$ cat src/include/dispatch_stall_regs.svh
// Timing-free sizing constants for the dispatch and retire stall logic.
// Assumes inclusion by bare name from the package and the design module.
`ifndef DISPATCH_STALL_REGS_SVH
`define DISPATCH_STALL_REGS_SVH
`define CNT_W 4
`define RQ_DEPTH 4'h6
`define INT_RENAMES 4'h6
`define FLT_RENAMES 4'h6
`define INFLIGHT_MAX 5'h0c
`define RETIRE_WR_MAX 3'h2
`endif

$ cat src/include/dispatch_stall_pkg.sv
// Types shared by the dispatch and retire stall logic.
// Assumes the sizing header sits on the include path.
`include "dispatch_stall_regs.svh"
package dispatch_stall_pkg;
  // Execution unit class needed by an instruction
  typedef enum logic [2:0]
  {
    UNIT_NONE,
    UNIT_INT,
    UNIT_FLOAT,
    UNIT_LOADSTORE,
    UNIT_SYSREG,
    UNIT_BRANCH
  } unit_class_type;
  // Kind of branch being resolved
  typedef enum logic [2:0]
  {
    BR_PLAIN,
    BR_TO_LINK,
    BR_TO_COUNT,
    BR_COUNT_COND,
    BR_COND
  } branch_kind_type;
  // Whole state of the stall block
  typedef struct packed
  {
    logic [`CNT_W-1:0] rq_cnt;
    logic [`CNT_W-1:0] int_used;
    logic [`CNT_W-1:0] flt_used;
    logic [`CNT_W-1:0] cser_cnt;
    logic [`CNT_W-1:0] sys_cnt;
    logic disp0;
    logic disp1;
    logic ret0;
    logic ret1;
    logic br_stall;
    logic fetch_hold;
    logic sys_hold;
    logic flush;
    logic refetch;
  } state_type;
endpackage

$ cat src/verilog/dispatch_completion_stall_logic.sv
// Dispatch, retire and branch-resolution stall control for a two-wide core.
// Assumes queue entry fields are valid each cycle and counts fit in 4 bits.
//
// Overview of operation
// - Oldest dispatch needs free unit and renames
// - Oldest holds on full queue or serialization
// - Second dispatches only with oldest; two max
// - No second after serialized oldest instruction
// - Second judged after oldest's consumption
// - Oldest retires finished, unshadowed, exception-free
// - Second retires only with the oldest
// - Second also finished, unshadowed, exception-free
// - Second retires only integer or load
// - Dual retire writes at most two each
// - Retire queue holds six entries
// - Six integer renames; stall when exhausted
// - Load with update takes two renames
// - Six float renames in flight
// - At most twelve instructions in flight
// - Stall fetch without link or count
// - Linking branch needs free shadow link
// - Count-and-condition branch needs count or false
// - Condition branch waits for prior resolution
// - Hold system-register results until retirement
// - Mispredict flushes younger, refetch next cycle
`timescale 1ns/1ps
`include "dispatch_stall_regs.svh"
module dispatch_completion_stall_logic
#(
  parameter logic [3:0] RQ_DEPTH = `RQ_DEPTH,
  parameter logic [3:0] INT_RENAMES = `INT_RENAMES,
  parameter logic [3:0] FLT_RENAMES = `FLT_RENAMES
)
(
  input wire logic CLK_SYS,
  input wire logic RST_N,
  input wire logic DQ0_VALID,
  input wire dispatch_stall_pkg::unit_class_type DQ0_UNIT,
  input wire logic DQ0_INT_DEST,
  input wire logic DQ0_LOAD_UPD,
  input wire logic DQ0_FLT_DEST,
  input wire logic DQ0_CSER,
  input wire logic DQ0_RSER,
  input wire logic DQ1_VALID,
  input wire dispatch_stall_pkg::unit_class_type DQ1_UNIT,
  input wire logic DQ1_INT_DEST,
  input wire logic DQ1_LOAD_UPD,
  input wire logic DQ1_FLT_DEST,
  input wire logic DQ1_CSER,
  input wire logic [5:0] UNIT_FREE,
  input wire logic INT2_FREE,
  input wire logic [3:0] IQ_COUNT,
  input wire logic RQ0_DONE,
  input wire logic RQ0_BEHIND,
  input wire logic RQ0_EXC,
  input wire logic RQ0_CSER,
  input wire logic RQ0_SYS,
  input wire logic [1:0] RQ0_CR_WR,
  input wire logic [1:0] RQ0_INT_WR,
  input wire logic [1:0] RQ0_FLT_WR,
  input wire logic RQ1_DONE,
  input wire logic RQ1_BEHIND,
  input wire logic RQ1_EXC,
  input wire logic RQ1_CSER,
  input wire logic RQ1_SYS,
  input wire logic RQ1_INT_OR_LOAD,
  input wire logic [1:0] RQ1_CR_WR,
  input wire logic [1:0] RQ1_INT_WR,
  input wire logic [1:0] RQ1_FLT_WR,
  input wire logic BR_VALID,
  input wire dispatch_stall_pkg::branch_kind_type BR_KIND,
  input wire logic BR_SETS_LINK,
  input wire logic LINK_AVAIL,
  input wire logic SHADOW_LINK_AVAIL,
  input wire logic COUNT_AVAIL,
  input wire logic COND_FALSE,
  input wire logic PRIOR_UNRESOLVED,
  input wire logic MISPREDICT,
  input wire logic [3:0] KEEP_RQ,
  input wire logic [3:0] KEEP_INT,
  input wire logic [3:0] KEEP_FLT,
  input wire logic [3:0] KEEP_CSER,
  input wire logic [3:0] KEEP_SYS,
  output logic DISPATCH0,
  output logic DISPATCH1,
  output logic RETIRE0,
  output logic RETIRE1,
  output logic BRANCH_STALL,
  output logic FETCH_HOLD,
  output logic SYSREG_HOLD,
  output logic FLUSH,
  output logic REFETCH
);
  import dispatch_stall_pkg::*;

  state_type st_reg;
  state_type st_next;

  // Unit check; a second integer instruction may use the second integer unit
  function automatic logic unit_ok(input unit_class_type cls, input logic [5:0] free,
                                   input logic int2, input unit_class_type taken_cls,
                                   input logic taken);
    logic clash;
    clash = taken && (taken_cls == cls) && (cls != UNIT_NONE);
    if (cls == UNIT_NONE)
      unit_ok = 1'b1;
    else if (clash)
      unit_ok = (cls == UNIT_INT) && int2;
    else
      unit_ok = free[cls];
  endfunction

  // Widen a one-bit or two-bit count to counter width
  function automatic logic [3:0] w4(input logic [1:0] v);
    w4 = {2'h0, v};
  endfunction

  // Next-state computation for decisions and occupancy counters
  always_comb
  begin
    logic d0;
    logic d1;
    logic r0;
    logic r1;
    logic [3:0] need_i0;
    logic [3:0] need_i1;
    logic [3:0] need_f0;
    logic [3:0] need_f1;
    logic [3:0] free_i;
    logic [3:0] free_f;
    logic [3:0] add_rq;
    logic [3:0] sub_rq;
    logic [4:0] inflight;
    d0 = 1'b0;
    d1 = 1'b0;
    r0 = 1'b0;
    r1 = 1'b0;
    st_next = st_reg;
    need_i0 = w4({1'b0, DQ0_INT_DEST}) + w4({1'b0, DQ0_LOAD_UPD});
    need_i1 = w4({1'b0, DQ1_INT_DEST}) + w4({1'b0, DQ1_LOAD_UPD});
    need_f0 = w4({1'b0, DQ0_FLT_DEST});
    need_f1 = w4({1'b0, DQ1_FLT_DEST});
    // Oldest entry: unit, renames, queue space, no serializer in flight
    d0 = DQ0_VALID && !MISPREDICT && !st_reg.flush
      && unit_ok(DQ0_UNIT, UNIT_FREE, INT2_FREE, UNIT_NONE, 1'b0)
      && (st_reg.int_used + need_i0 <= INT_RENAMES)
      && (st_reg.flt_used + need_f0 <= FLT_RENAMES)
      && (st_reg.rq_cnt < RQ_DEPTH)
      && (st_reg.cser_cnt == 4'h0);
    // Second entry is judged net of what the oldest takes this cycle
    d1 = d0 && DQ1_VALID && !DQ0_CSER && !DQ0_RSER
      && unit_ok(DQ1_UNIT, UNIT_FREE, INT2_FREE, DQ0_UNIT, 1'b1)
      && (st_reg.int_used + need_i0 + need_i1 <= INT_RENAMES)
      && (st_reg.flt_used + need_f0 + need_f1 <= FLT_RENAMES)
      && (st_reg.rq_cnt + 4'h1 < RQ_DEPTH);
    // Retirement is oldest first; the second slot never goes alone
    r0 = !MISPREDICT && (st_reg.rq_cnt != 4'h0)
      && RQ0_DONE && !RQ0_BEHIND && !RQ0_EXC;
    r1 = r0 && (st_reg.rq_cnt >= 4'h2)
      && RQ1_DONE && !RQ1_BEHIND && !RQ1_EXC
      && RQ1_INT_OR_LOAD
      && ({1'b0, RQ0_CR_WR} + {1'b0, RQ1_CR_WR} <= `RETIRE_WR_MAX)
      && ({1'b0, RQ0_INT_WR} + {1'b0, RQ1_INT_WR} <= `RETIRE_WR_MAX)
      && ({1'b0, RQ0_FLT_WR} + {1'b0, RQ1_FLT_WR} <= `RETIRE_WR_MAX);
    free_i = (r0 ? w4(RQ0_INT_WR) : 4'h0) + (r1 ? w4(RQ1_INT_WR) : 4'h0);
    free_f = (r0 ? w4(RQ0_FLT_WR) : 4'h0) + (r1 ? w4(RQ1_FLT_WR) : 4'h0);
    add_rq = w4({1'b0, d0}) + w4({1'b0, d1});
    sub_rq = w4({1'b0, r0}) + w4({1'b0, r1});
    st_next.rq_cnt = st_reg.rq_cnt + add_rq - sub_rq;
    st_next.int_used = st_reg.int_used - free_i
      + (d0 ? need_i0 : 4'h0) + (d1 ? need_i1 : 4'h0);
    st_next.flt_used = st_reg.flt_used - free_f
      + (d0 ? need_f0 : 4'h0) + (d1 ? need_f1 : 4'h0);
    st_next.cser_cnt = st_reg.cser_cnt
      + w4({1'b0, d0 && DQ0_CSER}) + w4({1'b0, d1 && DQ1_CSER})
      - w4({1'b0, r0 && RQ0_CSER}) - w4({1'b0, r1 && RQ1_CSER});
    // System-register results stay hidden until the producer retires
    st_next.sys_cnt = st_reg.sys_cnt
      + w4({1'b0, d0 && DQ0_UNIT == UNIT_SYSREG})
      + w4({1'b0, d1 && DQ1_UNIT == UNIT_SYSREG})
      - w4({1'b0, r0 && RQ0_SYS}) - w4({1'b0, r1 && RQ1_SYS});
    st_next.sys_hold = (st_next.sys_cnt != 4'h0);
    // Mispredict: younger work and its renames are dropped by the keep counts
    if (MISPREDICT)
    begin
      st_next.rq_cnt = KEEP_RQ;
      st_next.int_used = KEEP_INT;
      st_next.flt_used = KEEP_FLT;
      st_next.cser_cnt = KEEP_CSER;
      st_next.sys_cnt = KEEP_SYS;
      st_next.sys_hold = (KEEP_SYS != 4'h0);
    end
    st_next.flush = MISPREDICT;
    st_next.refetch = st_reg.flush;
    st_next.disp0 = d0;
    st_next.disp1 = d1;
    st_next.ret0 = r0;
    st_next.ret1 = r1;
    // Capacity check uses both queues; retiring this cycle is not credited
    inflight = {1'b0, IQ_COUNT} + {1'b0, st_reg.rq_cnt};
    st_next.fetch_hold = (inflight >= `INFLIGHT_MAX);
    // Branch resolution resources
    st_next.br_stall = 1'b0;
    if (BR_VALID)
    begin
      case (BR_KIND)
        BR_TO_LINK: st_next.br_stall = !LINK_AVAIL;
        BR_TO_COUNT: st_next.br_stall = !COUNT_AVAIL;
        BR_COUNT_COND: st_next.br_stall = (!COUNT_AVAIL && !COND_FALSE)
          || PRIOR_UNRESOLVED;
        BR_COND: st_next.br_stall = PRIOR_UNRESOLVED;
        default: st_next.br_stall = 1'b0;
      endcase
      if (BR_SETS_LINK && !SHADOW_LINK_AVAIL)
        st_next.br_stall = 1'b1;
    end
  end

  // Single state register, synchronous reset
  always_ff @(posedge CLK_SYS)
  begin
    if (!RST_N)
      st_reg <= '0;
    else
      st_reg <= st_next;
  end

  // Outputs straight from the state flops
  assign DISPATCH0 = st_reg.disp0;
  assign DISPATCH1 = st_reg.disp1;
  assign RETIRE0 = st_reg.ret0;
  assign RETIRE1 = st_reg.ret1;
  assign BRANCH_STALL = st_reg.br_stall;
  assign FETCH_HOLD = st_reg.fetch_hold;
  assign SYSREG_HOLD = st_reg.sys_hold;
  assign FLUSH = st_reg.flush;
  assign REFETCH = st_reg.refetch;

  // Checks on the registered decisions against the inputs that caused them
  property p_oldest_room;
    @(posedge CLK_SYS) disable iff (!RST_N)
    st_reg.disp0 |-> $past(st_reg.rq_cnt) < RQ_DEPTH && $past(st_reg.cser_cnt) == 4'h0;
  endproperty
  a_oldest_room: assert property (p_oldest_room) else $error("oldest dispatched without room");
  property p_pair_dispatch;
    @(posedge CLK_SYS) disable iff (!RST_N)
    st_reg.disp1 |-> st_reg.disp0 && !$past(DQ0_CSER) && !$past(DQ0_RSER);
  endproperty
  a_pair_dispatch: assert property (p_pair_dispatch) else $error("bad second dispatch");
  // The pair must leave room for both entries in the retire queue
  property p_pair_room;
    @(posedge CLK_SYS) disable iff (!RST_N)
    st_reg.disp1 |-> $past(st_reg.rq_cnt) + 4'h2 <= RQ_DEPTH;
  endproperty
  a_pair_room: assert property (p_pair_room) else $error("pair dispatched without room");
  property p_pair_retire;
    @(posedge CLK_SYS) disable iff (!RST_N)
    st_reg.ret1 |-> st_reg.ret0 && $past(RQ1_DONE && !RQ1_EXC && RQ1_INT_OR_LOAD);
  endproperty
  a_pair_retire: assert property (p_pair_retire) else $error("bad second retire");
  property p_oldest_retire;
    @(posedge CLK_SYS) disable iff (!RST_N)
    st_reg.ret0 |-> $past(RQ0_DONE && !RQ0_BEHIND && !RQ0_EXC);
  endproperty
  a_oldest_retire: assert property (p_oldest_retire) else $error("bad oldest retire");
  property p_write_limit;
    @(posedge CLK_SYS) disable iff (!RST_N)
    st_reg.ret1 |-> $past({1'b0, RQ0_INT_WR} + {1'b0, RQ1_INT_WR}) <= 3'h2
      && $past({1'b0, RQ0_CR_WR} + {1'b0, RQ1_CR_WR}) <= 3'h2
      && $past({1'b0, RQ0_FLT_WR} + {1'b0, RQ1_FLT_WR}) <= 3'h2;
  endproperty
  a_write_limit: assert property (p_write_limit) else $error("too many writes retired");
  property p_bounds;
    @(posedge CLK_SYS) disable iff (!RST_N)
    st_reg.rq_cnt <= RQ_DEPTH && st_reg.int_used <= INT_RENAMES
      && st_reg.flt_used <= FLT_RENAMES;
  endproperty
  a_bounds: assert property (p_bounds) else $error("occupancy over limit");
  property p_link_stall;
    @(posedge CLK_SYS) disable iff (!RST_N)
    BR_VALID && BR_KIND == BR_TO_LINK && !LINK_AVAIL |=> st_reg.br_stall;
  endproperty
  a_link_stall: assert property (p_link_stall) else $error("missed link stall");
  // A linking branch of any kind waits for a free shadow copy
  property p_shadow_stall;
    @(posedge CLK_SYS) disable iff (!RST_N)
    BR_VALID && BR_SETS_LINK && !SHADOW_LINK_AVAIL |=> st_reg.br_stall;
  endproperty
  a_shadow_stall: assert property (p_shadow_stall) else $error("missed shadow link stall");
  property p_count_cond;
    @(posedge CLK_SYS) disable iff (!RST_N)
    BR_VALID && BR_KIND == BR_COUNT_COND && !COUNT_AVAIL && !COND_FALSE |=> st_reg.br_stall;
  endproperty
  a_count_cond: assert property (p_count_cond) else $error("missed count stall");
  property p_refetch;
    @(posedge CLK_SYS) disable iff (!RST_N)
    MISPREDICT |=> st_reg.flush && !st_reg.disp0 ##1 st_reg.refetch;
  endproperty
  a_refetch: assert property (p_refetch) else $error("refetch not one cycle after flush");
  property p_inflight;
    @(posedge CLK_SYS) disable iff (!RST_N)
    st_reg.fetch_hold == ($past({1'b0, IQ_COUNT} + {1'b0, st_reg.rq_cnt}) >= 5'h0c);
  endproperty
  a_inflight: assert property (p_inflight) else $error("fetch hold wrong");
  c_dual_dispatch: cover property (@(posedge CLK_SYS) st_reg.disp1);
  c_dual_retire: cover property (@(posedge CLK_SYS) st_reg.ret1);
  c_flush: cover property (@(posedge CLK_SYS) st_reg.flush ##1 st_reg.refetch);
  c_br_stall: cover property (@(posedge CLK_SYS) st_reg.br_stall);
  c_fetch_hold: cover property (@(posedge CLK_SYS) st_reg.fetch_hold);
endmodule

$ cat config.mk
export PLATFORM = sky130hd
export DESIGN_NAME = dispatch_completion_stall_logic
export DESIGN_NICKNAME = d
export VERILOG_FILES = /design/src/include/dispatch_stall_pkg.sv /design/src/verilog/dispatch_completion_stall_logic.sv
export VERILOG_INCLUDE_DIRS = /design/src /design/src/include
export SDC_FILE = /design/constraint.sdc
export NUM_CORES = 1
export LEC_CHECK = 0
export ABC_AREA = 0
export BUFFER_PORTS_ARGS = -buffer_cell sky130_fd_sc_hd__buf_2
export CORE_MARGIN = 2
export CORE_UTILIZATION = 57
export CTS_BUF_LIST = sky130_fd_sc_hd__clkbuf_2 sky130_fd_sc_hd__clkbuf_4 sky130_fd_sc_hd__clkbuf_8
export DETAILED_ROUTE_END_ITERATION = 16
export PLACE_DENSITY = 0.88
export SETUP_SLACK_MARGIN = 0.5
export SLEW_MARGIN = 20
export SYNTH_ARGS = -nofsm -noshare
export SYNTH_HDL_FRONTEND = slang
export SYNTH_SLANG_ARGS = --single-unit
$ cat constraint.sdc
create_clock -name CLK_SYS -period 13.89 [get_ports CLK_SYS]
set_clock_uncertainty 0.1 [all_clocks]
set_input_delay 1.389 -clock CLK_SYS [delete_from_list [all_inputs] [get_ports CLK_SYS]]
set_output_delay 1.389 -clock CLK_SYS [all_outputs]
set_load 0.02 [all_outputs]
## After elaboration in Yosys (flattened, before gate mapping)

Index checks and enable logic that the tools add are counted.

| word-level totals | value |
|---|---|
| memories kept | 0 |
| bits in read-only memories | 0 |
| output and inout bits | 9 |
| memory bits (writable) | 0 |
| latch bits | 0 |
| bits in registers | 29 |

| operators by class | value |
|---|---|
| order comparisons | 13 |
| divide/modulo/power cells | 0 |
| multipliers | 0 |
| $add $sub $neg | 31 |
| shift-type cells | 0 |
| multiplexer cells | 19 |
| equal/unequal tests | 8 |
| bitwise logic cells | 0 |
| reduce and logical (&&, ||, !) cells | 59 |

Operator list:

| cell | count |
|---|---|
| $logic_and 1x1->1 | 38 |
| $add 4x1->4 | 8 |
| $add 4x2->4 | 5 |
| $mux 20 | 1 |
| $le 4x3->1 const B | 4 |
| $sub 4x1->4 | 4 |
| $add 2x2->3 | 5 |
| $logic_not 1->1 | 12 |
| $mux 2 | 6 |
| $reduce_bool 4->1 | 3 |
| $eq 3x3->1 const B | 3 |
| $le 3x2->1 const B | 3 |
| $mux 1 | 9 |
| $add 1x1->2 | 4 |
| $lt 3x4->1 const B | 2 |
| $lt 4x3->1 const B | 2 |
| $sub 4x3->4 | 2 |
| $bmux 1 s3 | 2 |
| $eq 3x1->1 const B | 2 |
| $eq 3x2->1 const B | 2 |
| $logic_not 3->1 | 2 |
| $add 4x4->5 | 1 |
| $ge 5x4->1 const B | 1 |
| $add 4x1->4 const B | 1 |
| 8 further kinds | 8 |

## Longest topological paths before layout

Gate-level depths: netlist of run 1.

| depth | value |
|---|---|
| word-level depth | 21 |
| mapped depth | 20 |

## Worst setup path before layout of run 1

OpenSTA, ideal clock, no wires.

| timing path | value |
|---|---|
| kind | input to register |
| start point | in DQ0_INT_DEST |
| end point | reg st_reg[28] in the netlist's numbering |
| required time | 13662 ps |
| stages on the path | 18 |
| setup slack | 8228 ps |
| setup time | 128 ps |
| arrival | 5434 ps |
| cells stage by stage | ha_1 > ha_1 > fa_1 > ha_1 > a21oi_1 > o221ai_1 > a221o_2 > a211oi_1 > nand3_1 > fa_1 > fa_1 > inv_1 > ha_1 > fa_1 > xor2_1 > nor2_1 > a21oi_1 > nor2_1 |

| between the ends | value |
|---|---|
| longest elaborated chain between the ends | 18 |
| elaborated cells between the ends (all ways) | 20 |

Ends and longest elaborated chain:

| what | line | RTL |
|---|---|---|
| start: declaration | dispatch_completion_stall_logic.sv:39 | `input wire logic DQ0_INT_DEST,` |
| $add 1x1->2 * | dispatch_completion_stall_logic.sv:139 | `need_i0 = w4({1'b0, DQ0_INT_DEST}) + w4({1'b0, DQ0_LOAD_UPD});` |
| $add 4x2->4 * | dispatch_completion_stall_logic.sv:146, dispatch_completion_stall_logic.sv:153 |  |
| $le 4x3->1 | dispatch_completion_stall_logic.sv:146 | `&& (st_reg.int_used + need_i0 <= INT_RENAMES)` |
| $logic_and 1x1->1 | dispatch_completion_stall_logic.sv:146 |  |
| $logic_and 1x1->1 | dispatch_completion_stall_logic.sv:147 | `&& (st_reg.flt_used + need_f0 <= FLT_RENAMES)` |
| $logic_and 1x1->1 | dispatch_completion_stall_logic.sv:148 | `&& (st_reg.rq_cnt < RQ_DEPTH)` |
| $logic_and 1x1->1 | dispatch_completion_stall_logic.sv:149 | `&& (st_reg.cser_cnt == 4'h0);` |
| $logic_and 1x1->1 (3 in a row) | dispatch_completion_stall_logic.sv:151 | `d1 = d0 && DQ1_VALID && !DQ0_CSER && !DQ0_RSER` |
| $logic_and 1x1->1 | dispatch_completion_stall_logic.sv:152 | `&& unit_ok(DQ1_UNIT, UNIT_FREE, INT2_FREE, DQ0_UNIT, 1'b1)` |
| $logic_and 1x1->1 | dispatch_completion_stall_logic.sv:153 | `&& (st_reg.int_used + need_i0 + need_i1 <= INT_RENAMES)` |
| $logic_and 1x1->1 | dispatch_completion_stall_logic.sv:154 | `&& (st_reg.flt_used + need_f0 + need_f1 <= FLT_RENAMES)` |
| $logic_and 1x1->1 | dispatch_completion_stall_logic.sv:155 | `&& (st_reg.rq_cnt + 4'h1 < RQ_DEPTH);` |
| $add 1x1->2 * | dispatch_completion_stall_logic.sv:167 | `add_rq = w4({1'b0, d0}) + w4({1'b0, d1});` |
| $add 4x2->4 * | dispatch_completion_stall_logic.sv:169 | `st_next.rq_cnt = st_reg.rq_cnt + add_rq - sub_rq;` |
| $sub 4x2->4 * | dispatch_completion_stall_logic.sv:169 |  |
| $mux 20 * | dispatch_completion_stall_logic.sv:184 | `if (MISPREDICT)` |
| end signal: assignment | dispatch_completion_stall_logic.sv:225 | `st_reg <= st_next;` |
| end: declaration | dispatch_completion_stall_logic.sv:96 | `state_type st_reg;` |

Mark *: on every way between the ends. The rest lies on a longest branch, timed or not.
A chain may end at the register's enable or synchronous reset.

## Worst setup path after layout of run 1

Ends and elaborated chain as after synthesis.

==> results of run 1 <==
cell usage in the layout (no fill, tap or decap), drive strengths merged, types with 2 or more instances in the layout:
| master | synthesis | final |
|---|---|---|
| clkbuf | 5 | 7 |
| inv | 56 | 56 |
| nor4 | 3 | 3 |
| a21oi | 19 | 19 |
| o21bai | 2 | 2 |
| and3 | 6 | 6 |
| a31oi | 2 | 2 |
| nand2b | 2 | 2 |
| nor4b | 2 | 2 |
| nor2 | 35 | 35 |
| o21ai | 4 | 4 |
| nand2 | 14 | 14 |
| buf | 4 | 91 |
| a221oi | 2 | 2 |
| o32ai | 2 | 2 |
| mux2i | 11 | 11 |
| and2 | 15 | 15 |
| fa | 25 | 25 |
| a211oi | 3 | 3 |
| ha | 35 | 35 |
| xor2 | 8 | 8 |
| nor3 | 3 | 3 |
| nand3 | 9 | 9 |
| dfxtp | 29 | 29 |
| xnor2 | 11 | 11 |
worst max path at each step:
stage | from | endpoint | slack (ns) | depth (start not counted)
floorplan | DQ0_INT_DEST | st_reg[28]$_SDFF_PN0_ | 8.23 | 18
global placement | DQ0_INT_DEST | st_reg[28]$_SDFF_PN0_ | 7.59 | 19
detailed placement | DQ0_INT_DEST | st_reg[28]$_SDFF_PN0_ | 7.49 | 19
CTS | DQ0_INT_DEST | st_reg[28]$_SDFF_PN0_ | 7.82 | 19
global route | DQ0_INT_DEST | st_reg[28]$_SDFF_PN0_ | 7.56 | 19
finish | DQ0_INT_DEST | st_reg[28]$_SDFF_PN0_ | 7.77 | 19
cells by family (layout without fill, tap and decap cells):
group / after synthesis / in the layout / synth area share, %
AO/OA/AOI/OAI: 42 / 42 / 9.91
XOR/XNOR: 19 / 19 / 6.09
adder cells (fa/ha/maj): 60 / 60 / 32.9
buffers and inverters: 65 / 155 / 9.12
flip-flops: 29 / 29 / 20.3
multiplexers: 11 / 11 / 3.86
AND/OR/NAND/NOR: 96 / 96 / 17.8
stage by stage:
step | utilization (%) | setup slack, ns | cell area [um2]
after global placement | 69.9 | 7.59 | 3340
after CTS | 72.0 | 7.82 | 3440
after global routing | 72.0 | 7.56 | 3440
final | 72.0 | 7.77 | 3440
after detailed placement | 69.9 | 7.49 | 3340
after floorplan | - | 8.23 | 2850
worst register-to-register path, stage by stage (launching register included):
cell      delay, ns
dfxtp_1        0.32
ha_1           0.22
fa_1           0.48
ha_1           0.31
a21oi_1        0.17
o221ai_1       0.13
a221o_2        0.32
a211oi_1       0.70
nand3_1        0.23
fa_1           0.47
ha_1           0.29
inv_1          0.04
ha_1           0.20
fa_1           0.37
xor2_1         0.18
nor2_1         0.06
a21oi_1        0.14
nor2_1         0.07
routing by layer:
metal | GRT usage (%) | vias up | routed length [um]
met5 | 0 | - | 0
met4 | 8.13 | 0 | 114
met3 | 5.89 | 12 | 459
met2 | 45.4 | 91 | 3500
met1 | 30.3 | 1197 | 2650
li1 | - | 1231 | -
power by group through the flow:
| stage | Clock, mW | Sequential, mW | Combinational [mW] |
|---|---|---|---|
| 3_3_place_gp | 0 | 0.0953 | 0.0737 |
| 3_5_place_dp | 0 | 0.0956 | 0.0780 |
| 4_1_cts | 0.0779 | 0.0939 | 0.0794 |
| 5_1_grt | 0.0807 | 0.0944 | 0.0900 |
| 6_report | 0.0773 | 0.0938 | 0.0793 |
| 2_1_floorplan | 0 | 0.0959 | 0.0507 |
area by class of cell:
class                   instances  share of cell area (%)
clock buffers                   7                    2.80
clock inverters                 1                   0.145
well taps                      67                    2.43
inverters                      56                    6.10
flip-flops and latches         29                    16.9
repair buffers                 91                    13.2
multi-input cells             228                    58.4
==> flow_summary.toml, run 1 <==
[drt]
via_per_inst = 5.28
drc = 0
drt-pass1-iter-count = 4
ant_nets = 0
initialDrtViolationCount = 78
dr_total_vias = 2531
wl_per_cell_um = 14.0
finalWirelength_mm = 6.73

[cts]
clockRootBuffer = "clkbuf_8"
cts_hold_buf = 0
cts_buffer_depth = 2
htreeDepth = 2
cts_setup_buffers = 0
cts_tree = "done"
cts_made_buffers = 5
clk_pin_slew_ns = 0.06
cts.sinks = 29
clk_latency_ns = 0.28
ctsResizeCount = 0

[global_route]
track_usage_pct = 25.4
grt_pass1_wl_mm = 10.8
grt_antenna_before_repair = 0
grt_max_degree = 36
grt_overflow_total = 0
grt_pass1_vias = 2569

[hold_path]
hp-start = "FLUSH$_SDFF_PN0_"
min_to = "REFETCH$_SDFF_PN0_"
hold_path_class = "reg -> reg"
min_delay_path_depth = 1

[synth]
synthArstFlopShare_pct = 0
ys.flop_type = "dfxtp_1"
ys_warn_count = 0
synth-seq-area-share_pct = 20.3
syn_nets = 466
synth_common_cells = "56 x inv_1, 35 x ha_1, 35 x nor2_1"
synth_edf_count = 0
post_synth_inst_count = 322
synth_area_leader_cell = "dfxtp_1"
synth_most_common_cell = "inv_1"
synthTopCellsByArea = "dfxtp_1 20%, fa_1 18%, ha_1 15%"
synth_top_area_share_pct = 20.3
postSynthAreaPerCell_um2 = 8.86
yosysUniqueCellTypes = 46
synth_seq_cells = 29
netlist_area_um2 = 2850

[finish]
layout.cells.non_filler = 479
largest_reg_flops = 20
n_antenna_cell = 0
drive_above_1_share_pct = 26.0
num-nets-final = 555
area_growth_pct = 20.7
fillers = 357
seqCellArea_um2 = 581
multi_input_area_um2 = 2010

[timing]
slew_viol_final = 0
hold_viol = 0
max_slew_margin_pct = 44.7
max_freq_mhz = 163
period_minus_slack_ns = 6.12
rsz0062_at_grt = "false"
worstMarginPinSlew_ns = 0.824
fin_tns_setup_ns = 0
hold_slack_ns = 0.408
min_period_over_period_pct = 44.0
setup_viol = 0

[placed_design]
dp_hpwl_mm = 5.41
dp.cells = 471
gp_congestion = 0.823
port_buffers = 91

[pwr]
p_seq_share_pct = 37.5
pwr-share-comb_pct = 31.7
switchingPower_mw = 0.0798
power_density_nw_per_um2 = 72.7
p_clk_share_pct = 30.9
leakagePower_nw = 1.79
p_total_mw = 0.250
switching_share_pct = 31.9
internal-power_mw = 0.171
ir_drop_uv = 73.4

[die]
die_w_um = 74.8
fp.dieH_um = 74.8
core_um2 = 4790
std_cell_rows = 25
initial_core_util_pct = 59.6
io-pin-count = 93
dieArea_um2 = 5590

[setup_path]
r2r_end = "st_reg[28]$_SDFF_PN0_"
cpMaxStageDelayCell = "a211oi_1"
worstRegToRegCells = 17
cp-end-kind = "register"
worst-path-buf-inv = 2
startpoint_type = "input port"
slowest_delay_ns = 0.70
cp_max_fo = 7
worstSetupPathType = "in -> reg"
cp_data_required_time_ns = 13.92
reg2reg_from = "st_reg[21]$_SDFF_PN0_"
crit_path_frequent_cell = "ha_1"
path_cells = "buf_2 > ha_1 > ha_1 > fa_1 > ha_1 > a21oi_1 > o221ai_1 > a221o_2 > a211oi_1 > nand3_1 > fa_1 > ha_1 > inv_1 > ha_1 > fa_1 > xor2_1 > nor2_1 > a21oi_1 > nor2_1"
ff2ff_setup_slack_ns = 8.94
cp.arrival_ns = 6.15
crit_family = "adder cells"

[run_status]
status = "complete, no violations"

[job]
drv_cap = 0
Note: power is estimated with default switching activity, not from simulation.
==> run 2, diff against run 1 <==
--- a/config.mk
+++ b/config.mk
@@ -9,10 +9,10 @@
 export ABC_AREA = 0
 export BUFFER_PORTS_ARGS = -buffer_cell sky130_fd_sc_hd__buf_2
 export CORE_MARGIN = 2
-export CORE_UTILIZATION = 57
+export CORE_UTILIZATION = 48
 export CTS_BUF_LIST = sky130_fd_sc_hd__clkbuf_2 sky130_fd_sc_hd__clkbuf_4 sky130_fd_sc_hd__clkbuf_8
 export DETAILED_ROUTE_END_ITERATION = 16
-export PLACE_DENSITY = 0.88
+export PLACE_DENSITY = 0.79
 export SETUP_SLACK_MARGIN = 0.5
 export SLEW_MARGIN = 20
 export SYNTH_ARGS = -nofsm -noshare
==> constraint.sdc (replaced) <==
create_clock -name CLK_SYS -period 5.01 [get_ports CLK_SYS]
set_clock_uncertainty 0.1 [all_clocks]
set_input_delay 0.501 -clock CLK_SYS [delete_from_list [all_inputs] [get_ports CLK_SYS]]
set_output_delay 0.501 -clock CLK_SYS [all_outputs]
set_load 0.02 [all_outputs]
==> flow_summary.toml, run 2 (same netlist as run 1, synthesis figures left out) <==
[run_status]
status = "complete, no violations"

[timing]
slew_viol_final = 0
min_period_over_period_pct = 88.9
max_slew_margin_pct = 50.6
fin_tns_setup_ns = 0
hold_viol = 0
setup_viol = 0
rsz0062_at_grt = "true"
period_minus_slack_ns = 4.46
max_freq_mhz = 224
worstMarginPinSlew_ns = 0.740

[setup_path]
ff2ff_setup_slack_ns = 0.73
reg2reg_from = "st_reg[27]$_SDFF_PN0_"
cp.arrival_ns = 4.51
startpoint_type = "input port"
cp_data_required_time_ns = 5.06
worstRegToRegCells = 17
cp_max_fo = 3
cp-end-kind = "register"
worstSetupPathType = "in -> reg"
r2r_end = "st_reg[24]$_SDFF_PN0_"

[finish]
area_growth_pct = 31.3
layout.cells.non_filler = 501
num-nets-final = 569
n_antenna_cell = 0
largest_reg_flops = 20
seqCellArea_um2 = 581
multi_input_area_um2 = 2200
final_common_cell = "buf_2"
final_cell_mix = "89 x buf_2, 54 x inv_1, 35 x nor2_1, 29 x dfxtp_1, 29 x ha_1"
fillers = 486
drive_above_1_share_pct = 35.2

[cts]
cts_hold_buf = 0
cts_made_buffers = 5
clk_latency_ns = 0.29
cts_buffer_depth = 2
cts_tree = "done"
cts.sinks = 29
htreeDepth = 2
clk_pin_slew_ns = 0.07
clockRootBuffer = "clkbuf_8"

[die]
dieArea_um2 = 6580
initial_core_util_pct = 49.1
core_um2 = 5820
io-pin-count = 93
fp.dieH_um = 81.1
std_cell_rows = 28
die_w_um = 81.1

[hold_path]
min_to = "BRANCH_STALL$_SDFF_PN0_"
hp-start = "BR_VALID"
min_delay_path_depth = 2
hold_path_class = "in -> reg"

[job]
drv_cap = 0

[drt]
wl_met2_mm = 3.79
initialDrtViolationCount = 155
finalWirelength_mm = 7.03
wl_met3_um = 397
highest_layer = "met4"
via_per_inst = 5.02
drt-pass1-iter-count = 4
wl_per_cell_um = 14.0
dr_total_vias = 2517
drt-met1-wl_mm = 2.76
ant_nets = 0
drc = 0

[placed_design]
dp.cells = 484
gp_congestion = 0.801
port_buffers = 91
dp_hpwl_mm = 5.52

[global_route]
track_usage_pct = 22.1
grt_max_degree = 31
grt_antenna_before_repair = 0
grt_overflow_total = 0
grt_pass1_vias = 2504
grt_pass1_wl_mm = 11.1

[pwr]
power_density_nw_per_um2 = 190
ir_drop_uv = 138
leakagePower_nw = 1.87
run 2: layout make-up:
type                    count  share of cell area, %
well taps                  75                   2.50
multi-input cells         228                   58.6
clock buffers               6                   2.04
clock inverters             2                  0.267
repair buffers            105                   15.5
inverters                  56                   5.61
flip-flops and latches     29                   15.5
run 2: repair_timing:
item | in CTS | in global routing
gates resized for setup | 13 | 24
endpoints found under the setup margin | 4 | 6
buffers inserted | 3 | 6
pin swaps | 11 | 22
run 2: power by group:
group / internal (mW) / switching [mW] / total [mW]
clock network: 0.102 / 0.0945 / 0.196
registers: 0.247 / 0.0144 / 0.261
logic: 0.124 / 0.132 / 0.256
run 2: worst max-delay path by stage:
stage                       startpoint               endpoint  slack [ns]
after floorplan           RQ0_CR_WR[0]  st_reg[24]$_SDFF_PN0_        0.51
after global placement    DQ0_INT_DEST  st_reg[28]$_SDFF_PN0_        0.13
after detailed placement  DQ0_INT_DEST  st_reg[27]$_SDFF_PN0_        0.03
after CTS                 DQ0_INT_DEST  st_reg[27]$_SDFF_PN0_        0.51
after global routing      DQ0_LOAD_UPD  st_reg[24]$_SDFF_PN0_        0.40
final                     DQ0_LOAD_UPD  st_reg[24]$_SDFF_PN0_        0.55
run 2: worst max-delay path: stages:
cell and delay (ns):
buf_6 0.10, ha_4 0.24, ha_4 0.16, fa_2 0.58, ha_4 0.21, a21oi_2 0.14
o221ai_2 0.11, a221o_2 0.34, a211oi_4 0.21, buf_6 0.15, nand3_4 0.07, fa_1 0.45
inv_1 0.08, ha_2 0.18, inv_2 0.04, fa_2 0.40, xnor2_2 0.15, xnor2_1 0.16
nor2_1 0.07, a21oi_1 0.12, nor2_1 0.04
run 2: layer usage:
| layer | vias up | GRT usage [%] |
|---|---|---|
| met5 | - | 0 |
| met4 | 0 | 5.08 |
| met3 | 9 | 3.56 |
| met2 | 68 | 41.2 |
| met1 | 1182 | 26.3 |
| li1 | 1258 | - |
run 2: through the flow:
| stage | hold WS, ns | setup slack (ns) | power (mW) | instance area [um2] | util, % |
|---|---|---|---|---|---|
| 6_report | 0.332 | 0.554 | 0.713 | 3750 | 64.5 |
| 5_1_grt | 0.355 | 0.404 | 0.765 | 3750 | 64.5 |
| 4_1_cts | 0.337 | 0.508 | 0.691 | 3590 | 61.7 |
| 3_5_place_dp | 0.366 | 0.0304 | 0.484 | 3410 | 58.6 |
| 3_3_place_gp | 0.349 | 0.131 | 0.473 | 3410 | 58.6 |
| 2_1_floorplan | 0.417 | 0.512 | 0.409 | 2870 | - |
